<file path="config.mk">
export PLATFORM = sky130hd
export DESIGN_NAME = eeprom_write_ctrl
export DESIGN_NICKNAME = d
export VERILOG_FILES = /design/src/eeprom_write_ctrl.v /design/src/eeprom_array.v /design/src/row_latches.v
export VERILOG_INCLUDE_DIRS = /design/src
export SDC_FILE = /design/constraint.sdc
export NUM_CORES = 2
export LEC_CHECK = 0
export BUFFER_PORTS_ARGS = -buffer_cell sky130_fd_sc_hd__buf_2
export CAP_MARGIN = 10
export CORE_MARGIN = 2
export CORE_UTILIZATION = 65
export CTS_BUF_LIST = sky130_fd_sc_hd__clkbuf_8
export CTS_CLUSTER_DIAMETER = 40
export DETAILED_ROUTE_END_ITERATION = 8
export PLACE_DENSITY = 0.8
export SLEW_MARGIN = 15
export SYNTH_ARGS = -nofsm -noshare
export SYNTH_HDL_FRONTEND = slang
export SYNTH_SLANG_ARGS = --single-unit
export TNS_END_PERCENT = 100
</file>
<file path="constraint.sdc">
create_clock -name clk_i -period 3.8 [get_ports clk_i]
set_input_delay 0.95 -clock clk_i [delete_from_list [all_inputs] [get_ports clk_i]]
set_output_delay 0.95 -clock clk_i [all_outputs]
set_load 0.02 [all_outputs]
</file>
<file path="src/eeprom_ctrl_defs.vh">
// Constants for the data EEPROM write controller.
// Assumes a single 125 MHz clock and an 8-bit register port.
`ifndef EEPROM_CTRL_DEFS_VH
`define EEPROM_CTRL_DEFS_VH
// ==========================================================
// Register map
`define EE_BASE_ADDR 8'h80
`define ECS_OFFSET 8'h30
`define ISR_OFFSET 8'h31
`define IMR_OFFSET 8'h32
`define ECS_RESET 8'h00
`define ECS_LAT_BIT 1
`define ECS_PGM_BIT 0
`define IRQ_DONE_BIT 0
`define IRQ_ABORT_BIT 1
`define IRQ_ERR_BIT 2
`define IRQ_ERASE_BIT 3
// ==========================================================
// Memory geometry and timing
`define EE_DEPTH 128
`define EE_ADDR_W 7
`define ROW_BYTES 32
`define COL_W 5
`define PROG_TIME_US 3000
`define CLK_MHZ 125
`define PROG_CYCLES (`PROG_TIME_US * `CLK_MHZ)
`endif

</file>
<file path="src/eeprom_write_ctrl.v">
// Data EEPROM controller: read mode, latched write mode, programming.
// Assumes a CPU register port with read data one cycle after strobe.
`timescale 1ns/10ps
`default_nettype none
`include "eeprom_ctrl_defs.vh"
module eeprom_write_ctrl #(
  parameter PROG_CYCLES = `PROG_CYCLES,
  parameter [7:0] EE_BASE = `EE_BASE_ADDR
)(
  input wire clk_i,
  input wire reset_n_i,
  input wire [7:0] addr_i,
  input wire [7:0] wdata_i,
  input wire wr_i,
  input wire rd_i,
  output reg [7:0] rdata_o,
  output reg rdata_oe_o,
  input wire wait_req_i,
  input wire halt_req_i,
  input wire protect_i,
  input wire ext_access_i,
  input wire unprotect_req_i,
  output reg wait_ack_o,
  output reg halted_o,
  output reg busy_o,
  output reg irq_o
);
  localparam ST_IDLE = 2'd0;
  localparam ST_PROG = 2'd1;
  localparam ST_WAIT = 2'd2;
  localparam ST_HALT = 2'd3;
  localparam [31:0] PROG_LAST = PROG_CYCLES - 1;

  reg [1:0] state_r;
  reg [1:0] state_nxt;
  reg lat_r;
  reg pgm_r;
  reg [1:0] row_r;
  reg [4:0] col_r;
  reg [31:0] tmr_r;
  reg [3:0] isr_r;
  reg [3:0] imr_r;
  reg [1:0] wait_s_r;
  reg [1:0] halt_s_r;
  reg [1:0] prot_s_r;
  reg [1:0] ext_s_r;
  reg [1:0] unp_s_r;
  reg unp_d_r;
  reg erase_r;
  reg rd_ee_r;
  reg rd_reg_r;
  reg [7:0] reg_rdata_r;

  wire wait_s = wait_s_r[1];
  wire halt_s = halt_s_r[1];
  wire prot_s = prot_s_r[1];
  wire ext_s = ext_s_r[1];
  wire unp_s = unp_s_r[1];
  wire unp_rise = unp_s & ~unp_d_r;
  wire erase_go = unp_rise & prot_s;
  // Offset into the EEPROM window; row and column follow it, not the raw address.
  wire [7:0] ee_off = addr_i - EE_BASE;

  // The bound is formed one bit wider, so a window ending at the top of the map cannot wrap to zero.
  function is_ee;
    input [7:0] a;
    begin
      is_ee = ({1'b0, a} >= {1'b0, EE_BASE}) && ({1'b0, a} < ({1'b0, EE_BASE} + 9'd128));
    end
  endfunction

  function [7:0] ecs_word;
    input lat;
    input pgm;
    begin
      ecs_word = 8'h00;
      ecs_word[`ECS_LAT_BIT] = lat;
      ecs_word[`ECS_PGM_BIT] = pgm;
    end
  endfunction

  wire ee_wr = wr_i & is_ee(addr_i);
  wire ee_rd = rd_i & is_ee(addr_i);
  wire ecs_wr = wr_i & (addr_i == `ECS_OFFSET);
  wire blocked = prot_s & ext_s;
  wire latch_wr = ee_wr & lat_r & ~pgm_r & ~blocked & (state_r == ST_IDLE);
  wire bad_wr = ee_wr & ~lat_r;
  wire bad_rd = ee_rd & lat_r;
  wire lat_set = ecs_wr & wdata_i[`ECS_LAT_BIT];
  // A start taken outside idle would leave the bit set with no cycle to clear it.
  wire start_ok = (state_r == ST_IDLE) & ~halt_s;
  wire pgm_set = ecs_wr & wdata_i[`ECS_PGM_BIT] & lat_r & ~pgm_r & ~blocked & start_ok;
  wire tmr_done = (state_r == ST_PROG) && (tmr_r == PROG_LAST);
  wire prog_end = tmr_done & ~halt_s;
  wire abort = (state_r == ST_PROG) & (halt_s | (ecs_wr & ~wdata_i[`ECS_PGM_BIT]));
  wire lat_fall_sw = ecs_wr & ~wdata_i[`ECS_LAT_BIT] & ~pgm_r & lat_r;
  reg [3:0] ev;

  wire [7:0] arr_rdata;
  wire [7:0] lat_rdata;
  wire lat_valid;
  wire arr_wr = (state_r == ST_PROG) & ~halt_s & lat_valid;
  wire lat_clear = prog_end | lat_fall_sw | abort;

  // ==========================================================
  // Event vector
  always @*
  begin
    ev = 4'h0;
    ev[`IRQ_DONE_BIT] = prog_end;
    ev[`IRQ_ABORT_BIT] = abort;
    ev[`IRQ_ERR_BIT] = bad_wr | bad_rd;
    ev[`IRQ_ERASE_BIT] = erase_go;
  end

  // ==========================================================
  // Input synchronisers
  always @(posedge clk_i or negedge reset_n_i)
  begin
    if (!reset_n_i)
    begin
      wait_s_r <= 2'b00;
      halt_s_r <= 2'b00;
      prot_s_r <= 2'b00;
      ext_s_r <= 2'b00;
      unp_s_r <= 2'b00;
      unp_d_r <= 1'b0;
    end
    else
    begin
      wait_s_r <= {wait_s_r[0], wait_req_i};
      halt_s_r <= {halt_s_r[0], halt_req_i};
      prot_s_r <= {prot_s_r[0], protect_i};
      ext_s_r <= {ext_s_r[0], ext_access_i};
      unp_s_r <= {unp_s_r[0], unprotect_req_i};
      unp_d_r <= unp_s;
    end
  end

  // ==========================================================
  // Power and programming state machine
  always @*
  begin
    state_nxt = state_r;
    case (state_r)
      ST_IDLE:
      begin
        if (halt_s)
          state_nxt = ST_HALT;
        else if (pgm_set)
          state_nxt = ST_PROG;
        else if (wait_s)
          state_nxt = ST_WAIT;
      end
      ST_PROG:
      begin
        if (halt_s)
          state_nxt = ST_HALT;
        else if (abort)
          state_nxt = ST_IDLE;
        else if (tmr_done)
          state_nxt = wait_s ? ST_WAIT : ST_IDLE;
      end
      ST_WAIT:
      begin
        if (halt_s)
          state_nxt = ST_HALT;
        else if (!wait_s)
          state_nxt = ST_IDLE;
      end
      ST_HALT:
      begin
        if (!halt_s)
          state_nxt = ST_IDLE;
      end
      default:
        state_nxt = ST_IDLE;
    endcase
  end

  always @(posedge clk_i or negedge reset_n_i)
  begin
    if (!reset_n_i)
    begin
      state_r <= ST_IDLE;
      tmr_r <= 32'd0;
      col_r <= 5'd0;
    end
    else
    begin
      state_r <= state_nxt;
      // One byte column per clock; the timer covers the whole row.
      if (state_r == ST_PROG)
      begin
        tmr_r <= tmr_r + 32'd1;
        col_r <= col_r + 5'd1;
      end
      else
      begin
        tmr_r <= 32'd0;
        col_r <= 5'd0;
      end
    end
  end

  // ==========================================================
  // Control/status register
  always @(posedge clk_i or negedge reset_n_i)
  begin
    if (!reset_n_i)
    begin
      lat_r <= 1'b0;
      pgm_r <= 1'b0;
      row_r <= 2'd0;
    end
    else
    begin
      if (prog_end | abort)
      begin
        pgm_r <= 1'b0;
        lat_r <= 1'b0;
      end
      else
      begin
        if (pgm_set)
          pgm_r <= 1'b1;
        if (lat_set)
          lat_r <= 1'b1;
        else if (lat_fall_sw)
          lat_r <= 1'b0;
      end
      if (latch_wr)
        row_r <= ee_off[6:5];
    end
  end

  // ==========================================================
  // Interrupt status and mask
  always @(posedge clk_i or negedge reset_n_i)
  begin
    if (!reset_n_i)
    begin
      isr_r <= 4'h0;
      imr_r <= 4'h0;
      irq_o <= 1'b0;
    end
    else
    begin
      // A new event wins over a write-one clear in the same cycle.
      isr_r <= (isr_r & ~((wr_i && addr_i == `ISR_OFFSET) ? wdata_i[3:0] : 4'h0)) | ev;
      if (wr_i && addr_i == `IMR_OFFSET)
        imr_r <= wdata_i[3:0];
      irq_o <= |(isr_r & imr_r);
    end
  end

  // ==========================================================
  // Erase on protection removal
  always @(posedge clk_i or negedge reset_n_i)
  begin
    if (!reset_n_i)
      erase_r <= 1'b0;
    else
      erase_r <= erase_go;
  end

  // ==========================================================
  // Read path
  always @(posedge clk_i or negedge reset_n_i)
  begin
    if (!reset_n_i)
    begin
      rd_ee_r <= 1'b0;
      rd_reg_r <= 1'b0;
      reg_rdata_r <= 8'h00;
    end
    else
    begin
      // Latched data never reaches the bus.
      rd_ee_r <= ee_rd & ~lat_r & ~blocked;
      rd_reg_r <= rd_i & ~is_ee(addr_i);
      case (addr_i)
        `ECS_OFFSET: reg_rdata_r <= ecs_word(lat_r, pgm_r);
        `ISR_OFFSET: reg_rdata_r <= {4'h0, isr_r};
        `IMR_OFFSET: reg_rdata_r <= {4'h0, imr_r};
        default: reg_rdata_r <= 8'h00;
      endcase
    end
  end

  always @*
  begin
    rdata_o = 8'h00;
    rdata_oe_o = 1'b0;
    if (rd_ee_r)
    begin
      rdata_o = arr_rdata;
      rdata_oe_o = 1'b1;
    end
    else if (rd_reg_r)
    begin
      rdata_o = reg_rdata_r;
      rdata_oe_o = 1'b1;
    end
  end

  // ==========================================================
  // Status outputs
  always @(posedge clk_i or negedge reset_n_i)
  begin
    if (!reset_n_i)
    begin
      wait_ack_o <= 1'b0;
      halted_o <= 1'b0;
      busy_o <= 1'b0;
    end
    else
    begin
      wait_ack_o <= (state_nxt == ST_WAIT);
      halted_o <= (state_nxt == ST_HALT);
      busy_o <= (state_nxt == ST_PROG);
    end
  end

  // ==========================================================
  // Sub-blocks
  row_latches #(.CW(`COL_W), .N(`ROW_BYTES)) u_lat (
    .clk_i(clk_i),
    .reset_n_i(reset_n_i),
    .clear_i(lat_clear),
    .wr_i(latch_wr),
    .wr_col_i(ee_off[4:0]),
    .wr_data_i(wdata_i),
    .rd_col_i(col_r),
    .rd_data_o(lat_rdata),
    .rd_valid_o(lat_valid)
  );

  eeprom_array #(.AW(`EE_ADDR_W), .DEPTH(`EE_DEPTH)) u_arr (
    .clk_i(clk_i),
    .rd_addr_i(ee_off[6:0]),
    .rd_data_o(arr_rdata),
    .wr_en_i(arr_wr),
    .wr_addr_i({row_r, col_r}),
    .wr_data_i(lat_rdata),
    .erase_i(erase_r)
  );
endmodule
`default_nettype wire

</file>
<file path="src/eeprom_array.v">
// Data EEPROM cell array with registered read data.
// Assumes the controller owns every write and erase strobe.
`timescale 1ns/10ps
`default_nettype none
module eeprom_array #(
  parameter AW = 7,
  parameter DEPTH = 128
)(
  input wire clk_i,
  input wire [AW-1:0] rd_addr_i,
  output reg [7:0] rd_data_o,
  input wire wr_en_i,
  input wire [AW-1:0] wr_addr_i,
  input wire [7:0] wr_data_i,
  input wire erase_i
);
  reg [7:0] mem [0:DEPTH-1];
  integer k;
  // ==========================================================
  // Storage
  // Cells have no reset; contents are non-volatile by intent.
  always @(posedge clk_i)
  begin
    if (erase_i)
    begin
      for (k = 0; k < DEPTH; k = k + 1)
        mem[k] <= 8'hff;
    end
    else if (wr_en_i)
      mem[wr_addr_i] <= wr_data_i;
    rd_data_o <= mem[rd_addr_i];
  end
endmodule
`default_nettype wire

</file>
<file path="src/row_latches.v">
// Thirty-two byte write latches with per-byte valid flags.
// Assumes one write or one clear per cycle from the controller.
`timescale 1ns/10ps
`default_nettype none
module row_latches #(
  parameter CW = 5,
  parameter N = 32
)(
  input wire clk_i,
  input wire reset_n_i,
  input wire clear_i,
  input wire wr_i,
  input wire [CW-1:0] wr_col_i,
  input wire [7:0] wr_data_i,
  input wire [CW-1:0] rd_col_i,
  output wire [7:0] rd_data_o,
  output wire rd_valid_o
);
  reg [7:0] data_r [0:N-1];
  reg [N-1:0] valid_r;
  integer k;
  // ==========================================================
  // Latches
  always @(posedge clk_i or negedge reset_n_i)
  begin
    if (!reset_n_i)
    begin
      valid_r <= {N{1'b0}};
      for (k = 0; k < N; k = k + 1)
        data_r[k] <= 8'hff;
    end
    else if (clear_i)
    begin
      valid_r <= {N{1'b0}};
      for (k = 0; k < N; k = k + 1)
        data_r[k] <= 8'hff;
    end
    else if (wr_i)
    begin
      // Repeated writes over-program: bytes combine by AND.
      data_r[wr_col_i] <= data_r[wr_col_i] & wr_data_i;
      valid_r[wr_col_i] <= 1'b1;
    end
  end
  assign rd_data_o = data_r[rd_col_i];
  assign rd_valid_o = valid_r[rd_col_i];
endmodule
`default_nettype wire

</file>
==> metrics.md <==
| Metric | Value |
|---|---|
| Status | `complete, no violations` |
| Peak VDD IR | `0.000317 V` |
| Drt initial violations | `9,726` |
| Met1 GRT Util | `54.6%` |
| Crit path largest cell delay | `0.74 ns` |
| Total routed wirelength | `224,000 um` |
| Die Span X | `325 um` |
| Cell taking the most area after synthesis | `edfxtp_1` |
| # fillers | `6,571` |
| CP arrival | `4.38 ns` |
| Share of the synthesized area in the top cell type | `46.0%` |
| Starting density of the core | `65.6%` |
| Yosys reg bits | `1,393` |
| Site Rows | `117` |
| Later-pin clock latency in the skew report | `0.95 ns` |
| Tightest Pin Transition | `1.21 ns` |
| Critical Path RT | `4.44 ns` |
| Syn Inst Count | `5,330` |
| Final net count | `5,389` |
| Layout cells sized above 1 | `25.4%` |
| Initial antenna violation count | `13` |
| Final ANT Viol Nets | `0` |
| Global route hottest layer | `met2` |
| Final period util | `98.5%` |
| Slowest-stage cell, CP | `a21oi_1` |
| Origin of the critical flop-to-flop path | `col_r[0]$_DFF_PN0_` |
| CP top delay family | `compound AO/OA/AOI/OAI gates` |
| Max cap viols | `0` |
| Post-synth EDFFs | `1,024` |
| Avg WL per Cell | `32.3 um` |
| CTS Sinks | `1,393` |
| Post-DP HPWL | `147,000 um` |
| CTS tree | `done` |
| Critical Path Source Type | `flip-flop` |
| DR DRC count | `0` |
| Synthesized cell area | `0.0668 sq mm` |
| Placed insts | `6,511` |
| Final cell count without fillers | `6,931` |
| Synth Warn # | `0` |
| Area taken by flip-flops and latches | `0.0403 sq mm` |
| Syn_nets | `5,357` |
| Critical path buffers and inverters | `1` |
| CTS root buffer | `clkbuf_8` |
| # IOs | `38` |
| Global placement routability congestion | `1.04` |
| Reg-to-reg endpoint | `u_arr.mem[28][2]$_SDFFCE_PN1P_` |
| Crit path time final | `3.74 ns` |
| Critical path class | `flip-flop to flip-flop` |
| Vias per cell | `7.48` |
| CTS Buffer Depth | `3` |
| Distinct cells, synth | `76` |
| Met2 usage | `60.1%` |
| Die height | `325 um` |
| Slew headroom | `19.6%` |
| Syn Area/Cell | `12.5 sq um` |
| Post-CTS Setup Repair Bufs | `0` |
| Vias in the first global route | `49,800` |
| Worst hold path type | `input port to asynchronous set/reset pin` |
| Finished Cell Area | `0.0743 sq mm` |
| Sum Neg Setup Slack | `0 ns` |
| Iteration count of the initial detailed-routing pass | `7` |
| Nature of the critical path endpoint | `flip-flop` |
| R2R Setup Slk | `0.06 ns` |
| Via count | `51,900` |
| Leakage | `0.0232 uW` |
| Count of buffers from port buffering | `37` |
| GRT Residual Overflow | `0` |
| Gates resized, CTS repair | `0` |
| Placed instance area | `0.0700 sq mm` |
| CP max FO | `41` |
| Area grow syn2layout | `11.2%` |
| # hold bufs at CTS | `0` |
| Highest clock rate | `267 MHz` |
| Power Density | `426 mW/mm^2` |
| Die area | `0.105 sq mm` |
| GRT met3 Usage | `16.6%` |
| Top_reg_cell synth | `edfxtp_1` |
| Path depth of the worst reg2reg path | `7` |
| RSZ-0062 raised after global routing | `no` |
| CTS Buf Count | `217` |
| First-pass GRT wire length | `328,000 um` |
| Area occupied by multi-input gates | `0.0242 sq mm` |
| CP cell instances | `mux2_2 -> a221oi_1 -> o221ai_1 -> a21oi_1 -> nand2_4 -> buf_12 -> a31o_2` |
| H-tree depth | `4` |
| Core box area | `0.102 sq mm` |
| Clock transition at the registers of the reported paths | `0.06 ns` |
| Largest net degree at the start of global routing | `107` |
| Largest cells by area after synthesis | `edfxtp_1 46%, dfstp_2 10%, mux4_2 8.5%` |
| Sequential-to-total area share from yosys stat | `60.3%` |
| Max Slew Vio Count | `0` |
| Gr usage total | `42.2%` |
| Worst Skew | `0.0552 ns` |
| Hold Violations, Final | `0` |
| Post-synth ARST share | `25.9%` |
| Pwr Total | `31,700 uW` |
| Setup violations, final | `0` |
==> Yosys cell counts, types with 55 or more instances <==
cell	count
a21oi_1	143
a22oi_1	87
a31o_2	99
buf_1	55
buf_2	208
clkbuf_1	295
dfrtp_1	105
dfstp_2	256
edfxtp_1	1024
mux2i_1	202
mux4_2	251
nand2_1	417
nand3_1	964
nand4_1	57
nor2_1	326
o211ai_1	167
o21ai_0	67
o22ai_1	71
==> power by group <==
group / leakage, uW / internal [uW] / switching, uW
logic: 0.00906 / 785 / 1940
clock network: 0.00250 / 6290 / 6110
registers: 0.0117 / 16500 / 96.9
total: 0.0232 / 23500 / 8150
==> worst register-to-register path, stage by stage, from the launching register on <==
cell and delay [ns]:
dfrtp_4 0.54, mux2_2 0.38, a221oi_1 0.34, o221ai_1 0.28, a21oi_1 0.74, nand2_4 0.40
buf_12 0.35, a31o_2 0.41
==> flip-flops by register name, indices dropped and copies added (netlist names), 4 cells and up <==
signal and count:
col_r 5, imr_r 4, isr_r 4, reg_rdata_r 4, tmr_r 32, u_arr.mem 1024, u_arr.rd_data_o 8, u_lat.data_r 256
u_lat.valid_r 32
==> cell usage in the layout (no fill, tap or decap), drive strengths merged, types with 37 or more instances in the layout <==
master / netlist / final
dfstp: 256 / 256
mux4: 251 / 251
edfxtp: 1024 / 1024
mux2: 48 / 48
clkbuf: 295 / 247
o211ai: 167 / 167
a22oi: 87 / 87
nand4: 57 / 57
clkinv: 0 / 57
a21o: 37 / 37
a221oi: 50 / 50
or3: 47 / 47
buf: 282 / 390
nand2: 417 / 417
nor2: 326 / 326
nand3: 994 / 994
o22ai: 71 / 71
a21oi: 143 / 143
mux2i: 202 / 202
dfrtp: 105 / 105
o21ai: 72 / 72
a31o: 100 / 100
inv: 10 / 105
==> cell type report <==
type,count,area share [%]
multi-input combinational,3350,32.6
tap,1368,2.30
clock inverter,159,1.13
clock buffer,247,4.58
sequential,1393,54.2
timing repair buffer,390,5.07
inverter,10,0.0505
antenna,14,0.0472
==> through the flow <==
| step | worst slack, ns | utilization, % | hold WS (ns) |
|---|---|---|---|
| after floorplan | 0.535 | - | 0.331 |
| after global placement | 0.0413 | 68.7 | 0.334 |
| after detailed placement | 0.0282 | 68.7 | 0.341 |
| after CTS | 0.248 | 72.9 | 0.0981 |
| after global routing | 0.0182 | 72.9 | 0.132 |
| final | 0.0563 | 72.9 | 0.113 |
==> layer usage <==
layer	share of wire, %	wire, um
met1	32	71700
met2	42	95000
met3	18	39400
met4	7.9	17600
met5	0.029	66
==> worst max-delay path by stage <==
stage	start	end	cells past startpoint
after floorplan	addr_i[0]	u_arr.rd_data_o[1]$_DFF_P_	8
after global placement	addr_i[0]	u_arr.rd_data_o[3]$_DFF_P_	8
after detailed placement	addr_i[0]	u_arr.rd_data_o[3]$_DFF_P_	8
after CTS	col_r[0]$_DFF_PN0_	u_arr.mem[72][4]$_SDFFCE_PN1P_	7
after global routing	col_r[1]$_DFF_PN0_	u_arr.mem[124][3]$_SDFFCE_PN1P_	8
final	col_r[0]$_DFF_PN0_	u_arr.mem[28][2]$_SDFFCE_PN1P_	7
==> cell families after synthesis <==
| group | after synthesis | synth area share, % |
|---|---|---|
| simple gates | 1994 | 14.4 |
| flops | 1393 | 60.3 |
| compound gates | 827 | 8.80 |
| buf+inv | 587 | 3.86 |
| mux | 501 | 12.3 |
| xor+xnor | 26 | 0.341 |
| fa+ha+maj | 2 | 0.0374 |
Note: power is estimated with default switching activity, not from simulation.
